$ cat src/design/fbd_map.svh
`ifndef FBD_MAP_SVH
`define FBD_MAP_SVH

// ---------------------------------------------------------------
// Register byte offsets (12-bit address space)
// ---------------------------------------------------------------
`define FBD_OFS_TEMP_VAL 12'h000
`define FBD_OFS_BOOST_LIM 12'h010
`define FBD_OFS_BOOST_HYST 12'h020
`define FBD_OFS_TACH_CTRL 12'h024
`define FBD_OFS_TACH_MASK 12'h028
`define FBD_OFS_TACH_LIM 12'h030
`define FBD_OFS_TEMP_LIM 12'h040
`define FBD_OFS_ST_BMC 12'h050
`define FBD_OFS_ST_HOST 12'h054
`define FBD_OFS_VOLT_VAL 12'h080
`define FBD_OFS_VOLT_LO 12'h0c0
`define FBD_OFS_VOLT_HI 12'h100

// ---------------------------------------------------------------
// Reset values and special codes
// ---------------------------------------------------------------
`define FBD_RST_BOOST_LIM_12 8'h3c
`define FBD_RST_BOOST_LIM_34 8'h23
`define FBD_RST_BOOST_HYST 16'h4444
`define FBD_RST_TEMP_LIM 8'h7f
`define FBD_RST_TACH_LIM 16'hffff
`define FBD_RST_VOLT_LO 8'h00
`define FBD_RST_VOLT_HI 8'hff
`define FBD_TEMP_FAULT 8'h80
`define FBD_DUTY_FULL 8'hff

// ---------------------------------------------------------------
// Field positions
// ---------------------------------------------------------------
`define FBD_TC_EN 3:0
`define FBD_TC_BIND_A 7:4
`define FBD_TC_BIND_B 11:8
`define FBD_TC_TMO 23:16
`define FBD_ST_DIODE 3:0
`define FBD_ST_TEMP 7:4
`define FBD_ST_TACH 11:8
`define FBD_ST_VOLT 27:12
`define FBD_ST_W 28

// ---------------------------------------------------------------
// Timing
// ---------------------------------------------------------------
`define FBD_CLK_MHZ 40
`define FBD_TICK_US 1000
`define FBD_TICK_CYCLES (`FBD_TICK_US * `FBD_CLK_MHZ)

`endif

$ cat src/design/fbd_pkg.sv
package fbd_pkg;
   typedef logic signed [7:0] fbd_temp_t;
   typedef logic [7:0] fbd_duty_t;
   typedef logic [15:0] fbd_tach_t;
   typedef logic [7:0] fbd_volt_t;
endpackage

$ cat src/design/fbd_zone_boost.sv
`timescale 1ns/1ps
`include "fbd_map.svh"

// Boost detector for one temperature zone with hysteresis
module fbd_zone_boost (
   // Clock and reset
   input wire logic clk,
   input wire logic rst_n,
   // Zone reading and settings
   input wire fbd_pkg::fbd_temp_t temp,
   input wire fbd_pkg::fbd_temp_t limit,
   input wire logic [3:0] hyst,
   // Boost level
   output logic boost
);
   logic boost_r;
   logic signed [8:0] release_lvl;
   logic masked;
   logic above;
   logic below;

   // Release threshold computed one bit wider so it never wraps
   assign release_lvl = 9'(limit) - $signed({5'h00, hyst});
   assign masked = (limit == `FBD_TEMP_FAULT);
   assign above = !masked && (temp > limit);
   assign below = masked || (9'(temp) <= release_lvl);
   assign boost = boost_r;

   always_ff @(posedge clk or negedge rst_n) begin
      if (!rst_n) begin
         boost_r <= 1'b0;
      end else if (above) begin
         boost_r <= 1'b1;
      end else if (below) begin
         boost_r <= 1'b0;
      end
   end
endmodule // fbd_zone_boost

$ cat src/design/fbd_tach_hold.sv
`timescale 1ns/1ps
`include "fbd_map.svh"

// Hold-off timer keeping one fan output at full after a tach error
module fbd_tach_hold (
   // Clock and reset
   input wire logic clk,
   input wire logic rst_n,
   // Error level, tick and timeout in ticks
   input wire logic err,
   input wire logic tick,
   input wire logic [7:0] timeout,
   // Boost level
   output logic boost
);
   logic [7:0] cnt_r;
   logic [7:0] cnt_nxt;

   assign cnt_nxt = err ? timeout :
                    (tick && cnt_r != 8'h00) ? cnt_r - 8'h01 : cnt_r;
   assign boost = err || (cnt_r != 8'h00);

   // Counter register
   always_ff @(posedge clk or negedge rst_n) begin
      if (!rst_n) begin
         cnt_r <= 8'h00;
      end else begin
         cnt_r <= cnt_nxt;
      end
   end
endmodule // fbd_tach_hold

$ cat src/design/fbd_top.sv
// Design decisions made here: the APB interface to the registers and the address map.
`timescale 1ns/1ps
`include "fbd_map.svh"

// What this block does
// - Check diode open/short before committing reading
// - Diode fault sets status fault bit
// - Faulted zone reading becomes 80h
// - Temperature boost drives both outputs full
// - Boost when zone exceeds its limit
// - Boost holds until limit minus hysteresis
// - Boost limits reset 60C and 35C
// - Tach boost only when enabled
// - Tach error when count exceeds limit
// - Unmasked tach error drives bound outputs full
// - Hold outputs full for timeout after error
// - Recurring error restarts timeout after it ends
// - Supply voltages stored as 8-bit readings
// - Nominal internal rail reads C0h
// - Twelve-volt input full scale reads FFh
// - Limit violations set both mirrored status sets
// - Temperature limit 80h masks comparison
module fbd_top #(
   parameter int TICK_CYCLES = `FBD_TICK_CYCLES
) (
   // Clock and reset
   input wire logic clk,
   input wire logic rst_n,
   // APB slave
   input wire logic psel,
   input wire logic penable,
   input wire logic pwrite,
   input wire logic [11:0] paddr,
   input wire logic [31:0] pwdata,
   output logic [31:0] prdata,
   output logic pready,
   output logic pslverr,
   // Temperature conversion results
   input wire logic temp_valid,
   input wire logic [1:0] temp_zone,
   input wire fbd_pkg::fbd_temp_t temp_data,
   input wire logic diode_open,
   input wire logic diode_short,
   // Tachometer results
   input wire logic tach_valid,
   input wire logic [1:0] tach_chan,
   input wire fbd_pkg::fbd_tach_t tach_count,
   // Voltage conversion results
   input wire logic volt_valid,
   input wire logic [3:0] volt_chan,
   input wire fbd_pkg::fbd_volt_t volt_code,
   // Duty from normal fan control
   input wire fbd_pkg::fbd_duty_t duty_a_in,
   input wire fbd_pkg::fbd_duty_t duty_b_in,
   // Fan drive and boost state
   output fbd_pkg::fbd_duty_t fan_drive_out_a,
   output fbd_pkg::fbd_duty_t fan_drive_out_b,
   output logic temp_boost,
   output logic tach_boost_a,
   output logic tach_boost_b
);
   // ---------------------------------------------------------------
   // Address helpers
   // ---------------------------------------------------------------
   // True when addr falls on a word inside an n-entry array at base
   function automatic logic fbd_hit(input logic [11:0] addr,
                                    input logic [11:0] base,
                                    input logic [11:0] n);
      fbd_hit = (addr[1:0] == 2'b00) && (addr >= base) &&
                (addr < base + (n << 2));
   endfunction

   // Word index of addr inside an array at base
   function automatic logic [3:0] fbd_idx(input logic [11:0] addr,
                                          input logic [11:0] base);
      logic [11:0] d;
      d = addr - base;
      fbd_idx = d[5:2];
   endfunction

   // ---------------------------------------------------------------
   // Registers
   // ---------------------------------------------------------------
   fbd_pkg::fbd_temp_t temp_val_r [4];
   fbd_pkg::fbd_temp_t boost_lim_r [4];
   fbd_pkg::fbd_temp_t temp_lim_r [4];
   fbd_pkg::fbd_tach_t tach_lim_r [4];
   fbd_pkg::fbd_volt_t volt_val_r [16];
   fbd_pkg::fbd_volt_t volt_lo_r [16];
   fbd_pkg::fbd_volt_t volt_hi_r [16];
   logic [15:0] boost_hyst_r;
   logic [31:0] tach_ctrl_r;
   logic [3:0] tach_mask_r;
   logic [3:0] tach_err_r;
   logic [`FBD_ST_W-1:0] st_bmc_r;
   logic [`FBD_ST_W-1:0] st_host_r;
   logic [31:0] prdata_r;
   logic pslverr_r;
   fbd_pkg::fbd_duty_t drive_a_r;
   fbd_pkg::fbd_duty_t drive_b_r;
   logic [15:0] tick_cnt_r;
   logic tick_r;

   // ---------------------------------------------------------------
   // Bus decode
   // ---------------------------------------------------------------
   logic wr_en;
   logic rd_setup;
   logic hit_tval, hit_blim, hit_tlim, hit_tachl, hit_vval, hit_vlo, hit_vhi;
   logic hit_hyst, hit_tctl, hit_tmsk, hit_sbmc, hit_shost;
   logic hit_any;
   logic [3:0] widx;

   assign wr_en = psel && penable && pwrite;
   assign rd_setup = psel && !penable;
   assign hit_tval = fbd_hit(paddr, `FBD_OFS_TEMP_VAL, 12'h004);
   assign hit_blim = fbd_hit(paddr, `FBD_OFS_BOOST_LIM, 12'h004);
   assign hit_tlim = fbd_hit(paddr, `FBD_OFS_TEMP_LIM, 12'h004);
   assign hit_tachl = fbd_hit(paddr, `FBD_OFS_TACH_LIM, 12'h004);
   assign hit_vval = fbd_hit(paddr, `FBD_OFS_VOLT_VAL, 12'h010);
   assign hit_vlo = fbd_hit(paddr, `FBD_OFS_VOLT_LO, 12'h010);
   assign hit_vhi = fbd_hit(paddr, `FBD_OFS_VOLT_HI, 12'h010);
   assign hit_hyst = (paddr == `FBD_OFS_BOOST_HYST);
   assign hit_tctl = (paddr == `FBD_OFS_TACH_CTRL);
   assign hit_tmsk = (paddr == `FBD_OFS_TACH_MASK);
   assign hit_sbmc = (paddr == `FBD_OFS_ST_BMC);
   assign hit_shost = (paddr == `FBD_OFS_ST_HOST);
   assign hit_any = hit_tval | hit_blim | hit_tlim | hit_tachl | hit_vval |
                    hit_vlo | hit_vhi | hit_hyst | hit_tctl | hit_tmsk |
                    hit_sbmc | hit_shost;
   assign widx = hit_vval ? fbd_idx(paddr, `FBD_OFS_VOLT_VAL) :
                 hit_vlo ? fbd_idx(paddr, `FBD_OFS_VOLT_LO) :
                 hit_vhi ? fbd_idx(paddr, `FBD_OFS_VOLT_HI) :
                 hit_blim ? fbd_idx(paddr, `FBD_OFS_BOOST_LIM) :
                 hit_tlim ? fbd_idx(paddr, `FBD_OFS_TEMP_LIM) :
                 hit_tachl ? fbd_idx(paddr, `FBD_OFS_TACH_LIM) :
                 fbd_idx(paddr, `FBD_OFS_TEMP_VAL);

   // Read mux; read-only value arrays ignore writes
   logic [31:0] rd_mux;
   assign rd_mux = hit_tval ? {24'h000000, temp_val_r[widx[1:0]]} :
                   hit_blim ? {24'h000000, boost_lim_r[widx[1:0]]} :
                   hit_tlim ? {24'h000000, temp_lim_r[widx[1:0]]} :
                   hit_tachl ? {16'h0000, tach_lim_r[widx[1:0]]} :
                   hit_vval ? {24'h000000, volt_val_r[widx]} :
                   hit_vlo ? {24'h000000, volt_lo_r[widx]} :
                   hit_vhi ? {24'h000000, volt_hi_r[widx]} :
                   hit_hyst ? {16'h0000, boost_hyst_r} :
                   hit_tctl ? {8'h00, tach_ctrl_r[23:0]} :
                   hit_tmsk ? {28'h0000000, tach_mask_r} :
                   hit_sbmc ? {4'h0, st_bmc_r} :
                   hit_shost ? {4'h0, st_host_r} : 32'h00000000;

   // Zero-wait slave: data is captured in the setup cycle
   assign pready = 1'b1;
   assign prdata = prdata_r;
   assign pslverr = pslverr_r;

   // Read data and error flag for the access phase
   always_ff @(posedge clk or negedge rst_n) begin
      if (!rst_n) begin
         prdata_r <= 32'h00000000;
         pslverr_r <= 1'b0;
      end else if (rd_setup) begin
         prdata_r <= pwrite ? 32'h00000000 : rd_mux;
         pslverr_r <= !hit_any;
      end
   end

   // ---------------------------------------------------------------
   // Conversion commit and limit checks
   // ---------------------------------------------------------------
   logic diode_fault;
   fbd_pkg::fbd_temp_t temp_commit;
   logic temp_over;
   logic [3:0] zone_hot;
   logic [3:0] tach_hot;
   logic [15:0] volt_hot;
   logic [`FBD_ST_W-1:0] st_set;

   assign diode_fault = diode_open || diode_short;
   assign temp_commit = diode_fault ? `FBD_TEMP_FAULT : temp_data;
   assign temp_over = !diode_fault &&
                      (temp_lim_r[temp_zone] != `FBD_TEMP_FAULT) &&
                      (temp_data > temp_lim_r[temp_zone]);
   assign zone_hot = 4'h1 << temp_zone;
   assign tach_hot = (tach_valid && tach_count > tach_lim_r[tach_chan]) ?
                     (4'h1 << tach_chan) : 4'h0;
   assign volt_hot = (volt_valid && (volt_code < volt_lo_r[volt_chan] ||
                      volt_code > volt_hi_r[volt_chan])) ?
                     (16'h0001 << volt_chan) : 16'h0000;

   assign st_set[`FBD_ST_DIODE] = (temp_valid && diode_fault) ? zone_hot : 4'h0;
   assign st_set[`FBD_ST_TEMP] = (temp_valid && temp_over) ? zone_hot : 4'h0;
   assign st_set[`FBD_ST_TACH] = tach_hot;
   assign st_set[`FBD_ST_VOLT] = volt_hot;

   // both mirrors set, a new event wins over a clear
   always_ff @(posedge clk or negedge rst_n) begin
      if (!rst_n) begin
         st_bmc_r <= '0;
         st_host_r <= '0;
      end else begin
         st_bmc_r <= (st_bmc_r & ~((wr_en && hit_sbmc) ?
                     pwdata[`FBD_ST_W-1:0] : '0)) | st_set;
         st_host_r <= (st_host_r & ~((wr_en && hit_shost) ?
                      pwdata[`FBD_ST_W-1:0] : '0)) | st_set;
      end
   end

   // Value arrays; each rail kept as an 8-bit code
   // scaling is analog, code stored as converted
   always_ff @(posedge clk or negedge rst_n) begin
      if (!rst_n) begin
         for (int i = 0; i < 4; i++) begin
            temp_val_r[i] <= 8'h00;
         end
         for (int i = 0; i < 16; i++) begin
            volt_val_r[i] <= 8'h00;
         end
         tach_err_r <= 4'h0;
      end else begin
         if (temp_valid) begin
            temp_val_r[temp_zone] <= temp_commit;
         end
         if (volt_valid) begin
            volt_val_r[volt_chan] <= volt_code;
         end
         if (tach_valid) begin
            tach_err_r[tach_chan] <= (tach_hot != 4'h0);
         end
      end
   end

   // ---------------------------------------------------------------
   // Writable settings
   // ---------------------------------------------------------------
   // boost limit reset values
   always_ff @(posedge clk or negedge rst_n) begin
      if (!rst_n) begin
         boost_lim_r[0] <= `FBD_RST_BOOST_LIM_12;
         boost_lim_r[1] <= `FBD_RST_BOOST_LIM_12;
         boost_lim_r[2] <= `FBD_RST_BOOST_LIM_34;
         boost_lim_r[3] <= `FBD_RST_BOOST_LIM_34;
         for (int i = 0; i < 4; i++) begin
            temp_lim_r[i] <= `FBD_RST_TEMP_LIM;
            tach_lim_r[i] <= `FBD_RST_TACH_LIM;
         end
         for (int i = 0; i < 16; i++) begin
            volt_lo_r[i] <= `FBD_RST_VOLT_LO;
            volt_hi_r[i] <= `FBD_RST_VOLT_HI;
         end
         boost_hyst_r <= `FBD_RST_BOOST_HYST;
         tach_ctrl_r <= 32'h00000000;
         tach_mask_r <= 4'h0;
      end else if (wr_en) begin
         if (hit_blim) boost_lim_r[widx[1:0]] <= pwdata[7:0];
         if (hit_tlim) temp_lim_r[widx[1:0]] <= pwdata[7:0];
         if (hit_tachl) tach_lim_r[widx[1:0]] <= pwdata[15:0];
         if (hit_vlo) volt_lo_r[widx] <= pwdata[7:0];
         if (hit_vhi) volt_hi_r[widx] <= pwdata[7:0];
         if (hit_hyst) boost_hyst_r <= pwdata[15:0];
         if (hit_tctl) tach_ctrl_r <= {8'h00, pwdata[23:0]};
         if (hit_tmsk) tach_mask_r <= pwdata[3:0];
      end
   end

   // ---------------------------------------------------------------
   // Boost logic
   // ---------------------------------------------------------------
   logic [3:0] zone_boost;

   // One hysteresis detector per zone
   generate
      for (genvar z = 0; z < 4; z++) begin : g_zone
         fbd_zone_boost u_zone (
            .clk(clk),
            .rst_n(rst_n),
            .temp(temp_val_r[z]),
            .limit(boost_lim_r[z]),
            .hyst(boost_hyst_r[4*z +: 4]),
            .boost(zone_boost[z])
         );
      end
   endgenerate

   assign temp_boost = |zone_boost;

   // Millisecond tick for the hold-off timers
   always_ff @(posedge clk or negedge rst_n) begin
      if (!rst_n) begin
         tick_cnt_r <= 16'h0000;
         tick_r <= 1'b0;
      end else if (tick_cnt_r == 16'(TICK_CYCLES - 1)) begin
         tick_cnt_r <= 16'h0000;
         tick_r <= 1'b1;
      end else begin
         tick_cnt_r <= tick_cnt_r + 16'h0001;
         tick_r <= 1'b0;
      end
   end

   logic [3:0] tach_live;
   logic err_a;
   logic err_b;

   assign tach_live = tach_err_r & tach_ctrl_r[`FBD_TC_EN] & ~tach_mask_r;
   assign err_a = |(tach_live & tach_ctrl_r[`FBD_TC_BIND_A]);
   assign err_b = |(tach_live & tach_ctrl_r[`FBD_TC_BIND_B]);

   fbd_tach_hold u_hold_a (
      .clk(clk),
      .rst_n(rst_n),
      .err(err_a),
      .tick(tick_r),
      .timeout(tach_ctrl_r[`FBD_TC_TMO]),
      .boost(tach_boost_a)
   );

   fbd_tach_hold u_hold_b (
      .clk(clk),
      .rst_n(rst_n),
      .err(err_b),
      .tick(tick_r),
      .timeout(tach_ctrl_r[`FBD_TC_TMO]),
      .boost(tach_boost_b)
   );

   // tach boost forces its output full
   always_ff @(posedge clk or negedge rst_n) begin
      if (!rst_n) begin
         drive_a_r <= 8'h00;
         drive_b_r <= 8'h00;
      end else begin
         drive_a_r <= (temp_boost || tach_boost_a) ? `FBD_DUTY_FULL : duty_a_in;
         drive_b_r <= (temp_boost || tach_boost_b) ? `FBD_DUTY_FULL : duty_b_in;
      end
   end

   assign fan_drive_out_a = drive_a_r;
   assign fan_drive_out_b = drive_b_r;
endmodule // fbd_top

$ cat config.mk
export PLATFORM = sky130hd
export DESIGN_NAME = fbd_top
export DESIGN_NICKNAME = d
export VERILOG_FILES = /design/src/design/fbd_pkg.sv /design/src/design/fbd_zone_boost.sv /design/src/design/fbd_tach_hold.sv /design/src/design/fbd_top.sv
export VERILOG_INCLUDE_DIRS = /design/src /design/src/design
export SDC_FILE = /design/constraint.sdc
export NUM_CORES = 2
export LEC_CHECK = 0
export BUFFER_PORTS_ARGS = -buffer_cell sky130_fd_sc_hd__buf_2
export CORE_UTILIZATION = 55
export CTS_CLUSTER_SIZE = 30
export DETAILED_ROUTE_END_ITERATION = 7
export GPL_TIMING_DRIVEN = 1
export HOLD_SLACK_MARGIN = 0.06
export PLACE_DENSITY = 0.72
export SLEW_MARGIN = 0
export SYNTH_ARGS = -nofsm -noshare
export SYNTH_HDL_FRONTEND = slang
export SYNTH_HIERARCHICAL = 1
export SYNTH_SLANG_ARGS = --single-unit
$ cat constraint.sdc
create_clock -name clk -period 5.4 [get_ports clk]
set_input_delay 1.08 -clock clk [delete_from_list [all_inputs] [get_ports clk]]
set_output_delay 1.08 -clock clk [all_outputs]
set_load 0.1 [all_outputs]
Word-level counts from Yosys, hierarchy flattened
Cells that the tools add are included.
Widths: inputs -> output; s select.
Cells by class
  add/subtract/negate cells: 13
  shift-type cells: 3
  $lt $le $gt $ge: 37
  equal/unequal tests: 11
  muxes and demuxes: 95
  reductions and logical operators: 74
  bitwise operators: 27
Operator list (count)
  $mux 28: 15
  $bwmux 128: 3
  $mux 8: 29
  $bmux 8 s4: 5
  $mux 16: 7
  $bwmux 32: 3
  $bmux 16 s2: 2
  $bmux 8 s2: 4
  $bwmux 64: 1
  $demux 8 s4: 2
  $and 28x28->28: 2
  $not 28->28: 2
  $or 28x28->28: 2
  $gt 8x8->1: 6
  $eq 12x6->1 const B: 3
  $le 8x9->1: 4
  $logic_and 1x1->1: 36
  $mux 4: 9
  $sub 8x5->9: 4
  $demux 16 s2: 1
  $demux 8 s2: 2
  $eq 8x8->1 const B: 4
  $eq 12x7->1 const B: 2
  $ge 12x8->1 const B: 2
  other kinds (43): 110
Word-level totals
  flip-flop bits (word level): 734
  bits of input ports: 110

Longest topological paths before layout
  word-level depth: 21
  gate-level depth with buffers: 15
  mapped depth without buffers: 14

Modules after synthesis
The synthesis kept the hierarchy.
By module, submodules not included
  fbd_top: cells each 2720, instances 1, seq. area each 18064.8 um^2, area an instance 36082.1 um^2
  fbd_zone_boost: cells each 89, instances 4, seq. area each 25.0 um^2, area an instance 666.9 um^2
  fbd_tach_hold: cells each 61, instances 2, seq. area each 200.2 um^2, area an instance 545.5 um^2

Least setup slack after synthesis
Ideal clock, no wire load.
  kind: input port to flip-flop
  from: input port volt_chan[0]
  to: register st_host_r[23]
  path slack: 641 ps
  setup time: 121 ps
  arrival: 4638 ps
  cell stages on the path: 15
  cell sequence: clkbuf_1 -> buf_1 -> mux4_2 -> mux4_2 -> inv_1 -> ha_1 -> nor2b_1 -> o21a_1 -> o21ai_0 -> nand2b_1 -> a21oi_1 -> o21ai_0 -> a211o_1 -> buf_1 -> a22o_1
On the way
  cells in the longest elaborated chain, start to end: 9
RTL lines
  start: declaration: line fbd_top.sv:50  | input wire logic [3:0] volt_chan,
  $not 4->5 (implied by the code): line fbd_top.sv:189, fbd_top.sv:190
  $bmux 8 s4 (on tied branches): line fbd_top.sv:189, fbd_top.sv:190
  $mux 8 (on tied branches) (2 in series): line fbd_top.sv:189, fbd_top.sv:190
  $lt 8x8->1 or $gt 8x8->1 (tied branches): line fbd_top.sv:189, fbd_top.sv:190
  $logic_or 1x1->1: line fbd_top.sv:189  | assign volt_hot = (volt_valid && (volt_code < volt_lo_r[volt_chan] ||
  $logic_and 1x1->1: line fbd_top.sv:189
  $mux 16 (*): line fbd_top.sv:190  | volt_code > volt_hi_r[volt_chan])) ?
  $or 28x28->28 (*): line fbd_top.sv:206  | st_host_r <= (st_host_r & ~((wr_en && hit_shost) ?
  end signal: assignment: line fbd_top.sv:206
  end: declaration: line fbd_top.sv:96  | logic [`FBD_ST_W-1:0] st_host_r;
Mark *: on every way between the ends. The rest lies on a longest branch, timed or not. The select of a mux whose other input is x is not followed.
A chain may end at the register's enable or synchronous reset.

Worst setup path in the final report
  from: input port volt_chan[1]
  to: register st_bmc_r[21]
On the way
  cells in the longest elaborated chain, start to end: 9
RTL lines
  $not 4->5 (implied by the code): line fbd_top.sv:189, fbd_top.sv:190
  $bmux 8 s4 (on tied branches): line fbd_top.sv:189, fbd_top.sv:190
  $mux 8 (on tied branches) (2 in series): line fbd_top.sv:189, fbd_top.sv:190
  $lt 8x8->1 or $gt 8x8->1 (tied branches): line fbd_top.sv:189, fbd_top.sv:190
  $logic_or 1x1->1: line fbd_top.sv:189
  $logic_and 1x1->1: line fbd_top.sv:189
  $mux 16 (*): line fbd_top.sv:190
  $or 28x28->28 (*): line fbd_top.sv:204  | st_bmc_r <= (st_bmc_r & ~((wr_en && hit_sbmc) ?
  end signal: assignment: line fbd_top.sv:204
  end: declaration: line fbd_top.sv:95  | logic [`FBD_ST_W-1:0] st_bmc_r;
Marked as above.

==> metrics.yaml <==
status: "complete, no violations"
fin_ws_ns: 1.26
port_buffers: 153
post-route-drc-count: 0
grt_pass1_vias: 29072
fin_setup_tns_ns: 0
rrSetupSlack_ns: 2.07
synth_top_area_cell: "dfrtp_1"
vias: 28362
grt_overflow: 0
async_flop_share_pct: 100
timing.rr.end: "st_bmc_r[26]"
cts.path.max_buffers: 3
gp_congestion: 0.978
drtAntennaViolNets: 0
p_leak_nw: 19.1
cp-startpoint: "volt_chan[1]"
final_cell_area_mm2: 0.0443
cts_resized: 0
die_x_um: 271
clk_latency_ns: 0.64
finalHoldViolCount: 0
dp_hpwl_mm: 79.2
grt_pass1_wl_mm: 175
min_path_type: "in -> async"
clk_pin_slew_ns: 0.07
viasPerCell: 6.56
wire_per_inst_um: 26.3
io_pins: 163
startpoint_type: "input port"
yosys.cell_types.count: 79
drt_wl_total_mm: 114
area.growth.synth_to_final_pct: 11.1
cts.sinks: 730
critPathRequiredTime_ns: 5.96
drive_gt1_share_pct: 40.6
critPathKind: "in -> reg"
drtIter0Drc: 3179
cts_buffers: 79
setup_viol: 0
ys_seq_area_share_pct: 46.6
r2r-start: "volt_hi_r[97]"
maxCapViolCount: 0
nFillCells: 5436
arrival_ns: 4.71
rsz0062_at_grt: "false"
dpl_cell_area_mm2: 0.0416
fmax_mhz: 241
cp_max_fo: 32
netlist.area_leader.share_pct: 30.9
crit_end: "st_bmc_r[21]"
power_density_mw_per_mm2: 294
die_h_um: 271
num_rows: 98
tightest_slew_ns: 1.24
ir_drop_mv: 0.253
report.power.total_mw: 13.0
slew_viol_final: 0
final.period_utilization_pct: 76.7
reg2regPathDepth: 13
place_ws_ns: 0.714
die_area_mm2: 0.0735
yosysMostFrequentCell: "mux2_2"
netlist_area_mm2: 0.0398
dp.cells: 4170
cts_max_level: 3
grt_use_total_pct: 31.1
finalClockSkew_ns: 0.0382
core_area_mm2: 0.0716
ys_warn_count: 6
synth_edf_count: 0
layoutNonFillerInstCount: 4321
cts_setup_buffers: 0
start_util_pct: 55.6
antenna_found_initial: 7
root_buffer: "clkbuf_16"
end_kind: "flop"
netlist_top_cells_area: "dfrtp_1 (31%), dfstp_2 (16%), mux2_2 (15%), mux4_2 (14%), ha_1 (4.1%)"
finalCriticalPeriod_ns: 4.14
synth_common_cells: "mux2_2 (516), dfrtp_1 (492), nand2_1 (377), mux4_2 (240), dfstp_2 (238)"
grt_max_degree: 116
netlist_instances: 3198
slew_headroom_pct: 16.9
tritoncts: "yes"
syn_avg_cell_area_um2: 12.5
synthFlopType: "dfrtp_1"
synth-seq-cells: 730
finalNetCount: 3545
cts_hold_buf: 0
dr.pass1.iters: 8
per-layer routing:
metal	global-route usage, %	vias to the layer above	part of all wire, %	wire length [um]
met1	42.3	14789	40	45900
met2	50.0	1245	48	54300
met3	6.35	248	8.3	9460
li1	-	12076	-	-
met4	11.1	4	3.5	3940
met5	0	-	0.021	24
sequential cells by signal (all words and copies together), names as in the netlist, 8 cells and up:
signal	flops
volt_lo_r	128
fan_drive_out_a	8
u_hold_a/cnt_r	8
tick_cnt_r	16
st_bmc_r	28
tach_lim_r	64
temp_lim_r	32
volt_hi_r	128
volt_val_r	128
temp_val_r	32
prdata	28
boost_lim_r	32
fan_drive_out_b	8
tach_ctrl_r	24
st_host_r	28
boost_hyst_r	16
u_hold_b/cnt_r	8
cell type report:
class                   count  area (um^2)  share of cell area (%)
well taps                 950         1190                    2.68
repair buffers            203         1320                    2.98
inverters                 110          413                   0.932
clock inverters            24          297                   0.670
flip-flops and latches    730        18600                    41.9
clock buffers             122         2360                    5.33
diodes                      5         12.5                  0.0283
multi-input cells        2177        20100                    45.4
cell usage in the layout, fill, tap and decap left out, drive strengths merged, types with 17 or more instances in the layout:
| cell | n |
|---|---|
| nor2 | 145 |
| inv | 113 |
| o21ai | 129 |
| ha | 130 |
| buf | 203 |
| nand2b | 22 |
| or3 | 39 |
| clkbuf | 122 |
| nor3 | 36 |
| nand3 | 42 |
| mux2i | 26 |
| mux2 | 516 |
| nand2 | 384 |
| dfrtp | 492 |
| mux4 | 240 |
| o21a | 22 |
| and3 | 17 |
| dfstp | 238 |
| o22ai | 27 |
| a21oi | 70 |
| o211ai | 17 |
| a22o | 42 |
| nand4 | 26 |
| xnor2 | 21 |
report_power, final:
group	switching [mW]	internal, mW	leakage [nW]
registers	0.230	5.82	8.76
logic	0.852	0.588	9.06
clock network	2.29	3.22	1.31
worst max-delay path, cell delays in order:
cell      delay (ns)
buf_2           0.62
buf_12          0.32
mux4_2          0.37
mux4_2          0.50
inv_1           0.09
ha_1            0.24
a2111o_1        0.44
nor3_1          0.39
a211o_1         0.21
buf_12          0.20
a22o_1          0.19
through the flow:
stage / hold slack [ns] / utilization [%]
2_1_floorplan: 0.441 / -
3_3_place_gp: 0.446 / 58.1
3_5_place_dp: 0.461 / 58.1
4_1_cts: 0.474 / 61.8
5_1_grt: 0.482 / 61.8
6_report: 0.468 / 61.8
how the worst min path moves through the flow:
stage / end / slack [ns] / startpoint / cells after the start
after floorplan: volt_val_r[105] / 0.44 / volt_val_r[105] / 2
after global placement: prdata[13] / 0.45 / prdata[13] / 2
after detailed placement: prdata[9] / 0.46 / prdata[9] / 2
after CTS: prdata[9] / 0.47 / prdata[9] / 2
after global routing: prdata[11] / 0.48 / prdata[11] / 2
final: g_zone[0].u_zone/boost / 0.47 / rst_n / 1
kinds of logic (layout without fill, tap and decap cells):
family / after synthesis / in the layout / synth area share [%]
simple gates: 798 / 798 / 9.51
flops: 730 / 730 / 46.6
compound gates: 421 / 421 / 7.00
other cells: 2 / 10 / 0.0189
mux: 782 / 782 / 28.8
fa+ha+maj: 134 / 134 / 4.28
xor+xnor: 37 / 37 / 0.813
buf+inv: 294 / 459 / 2.97
Power figures use the tool's default switching activity.
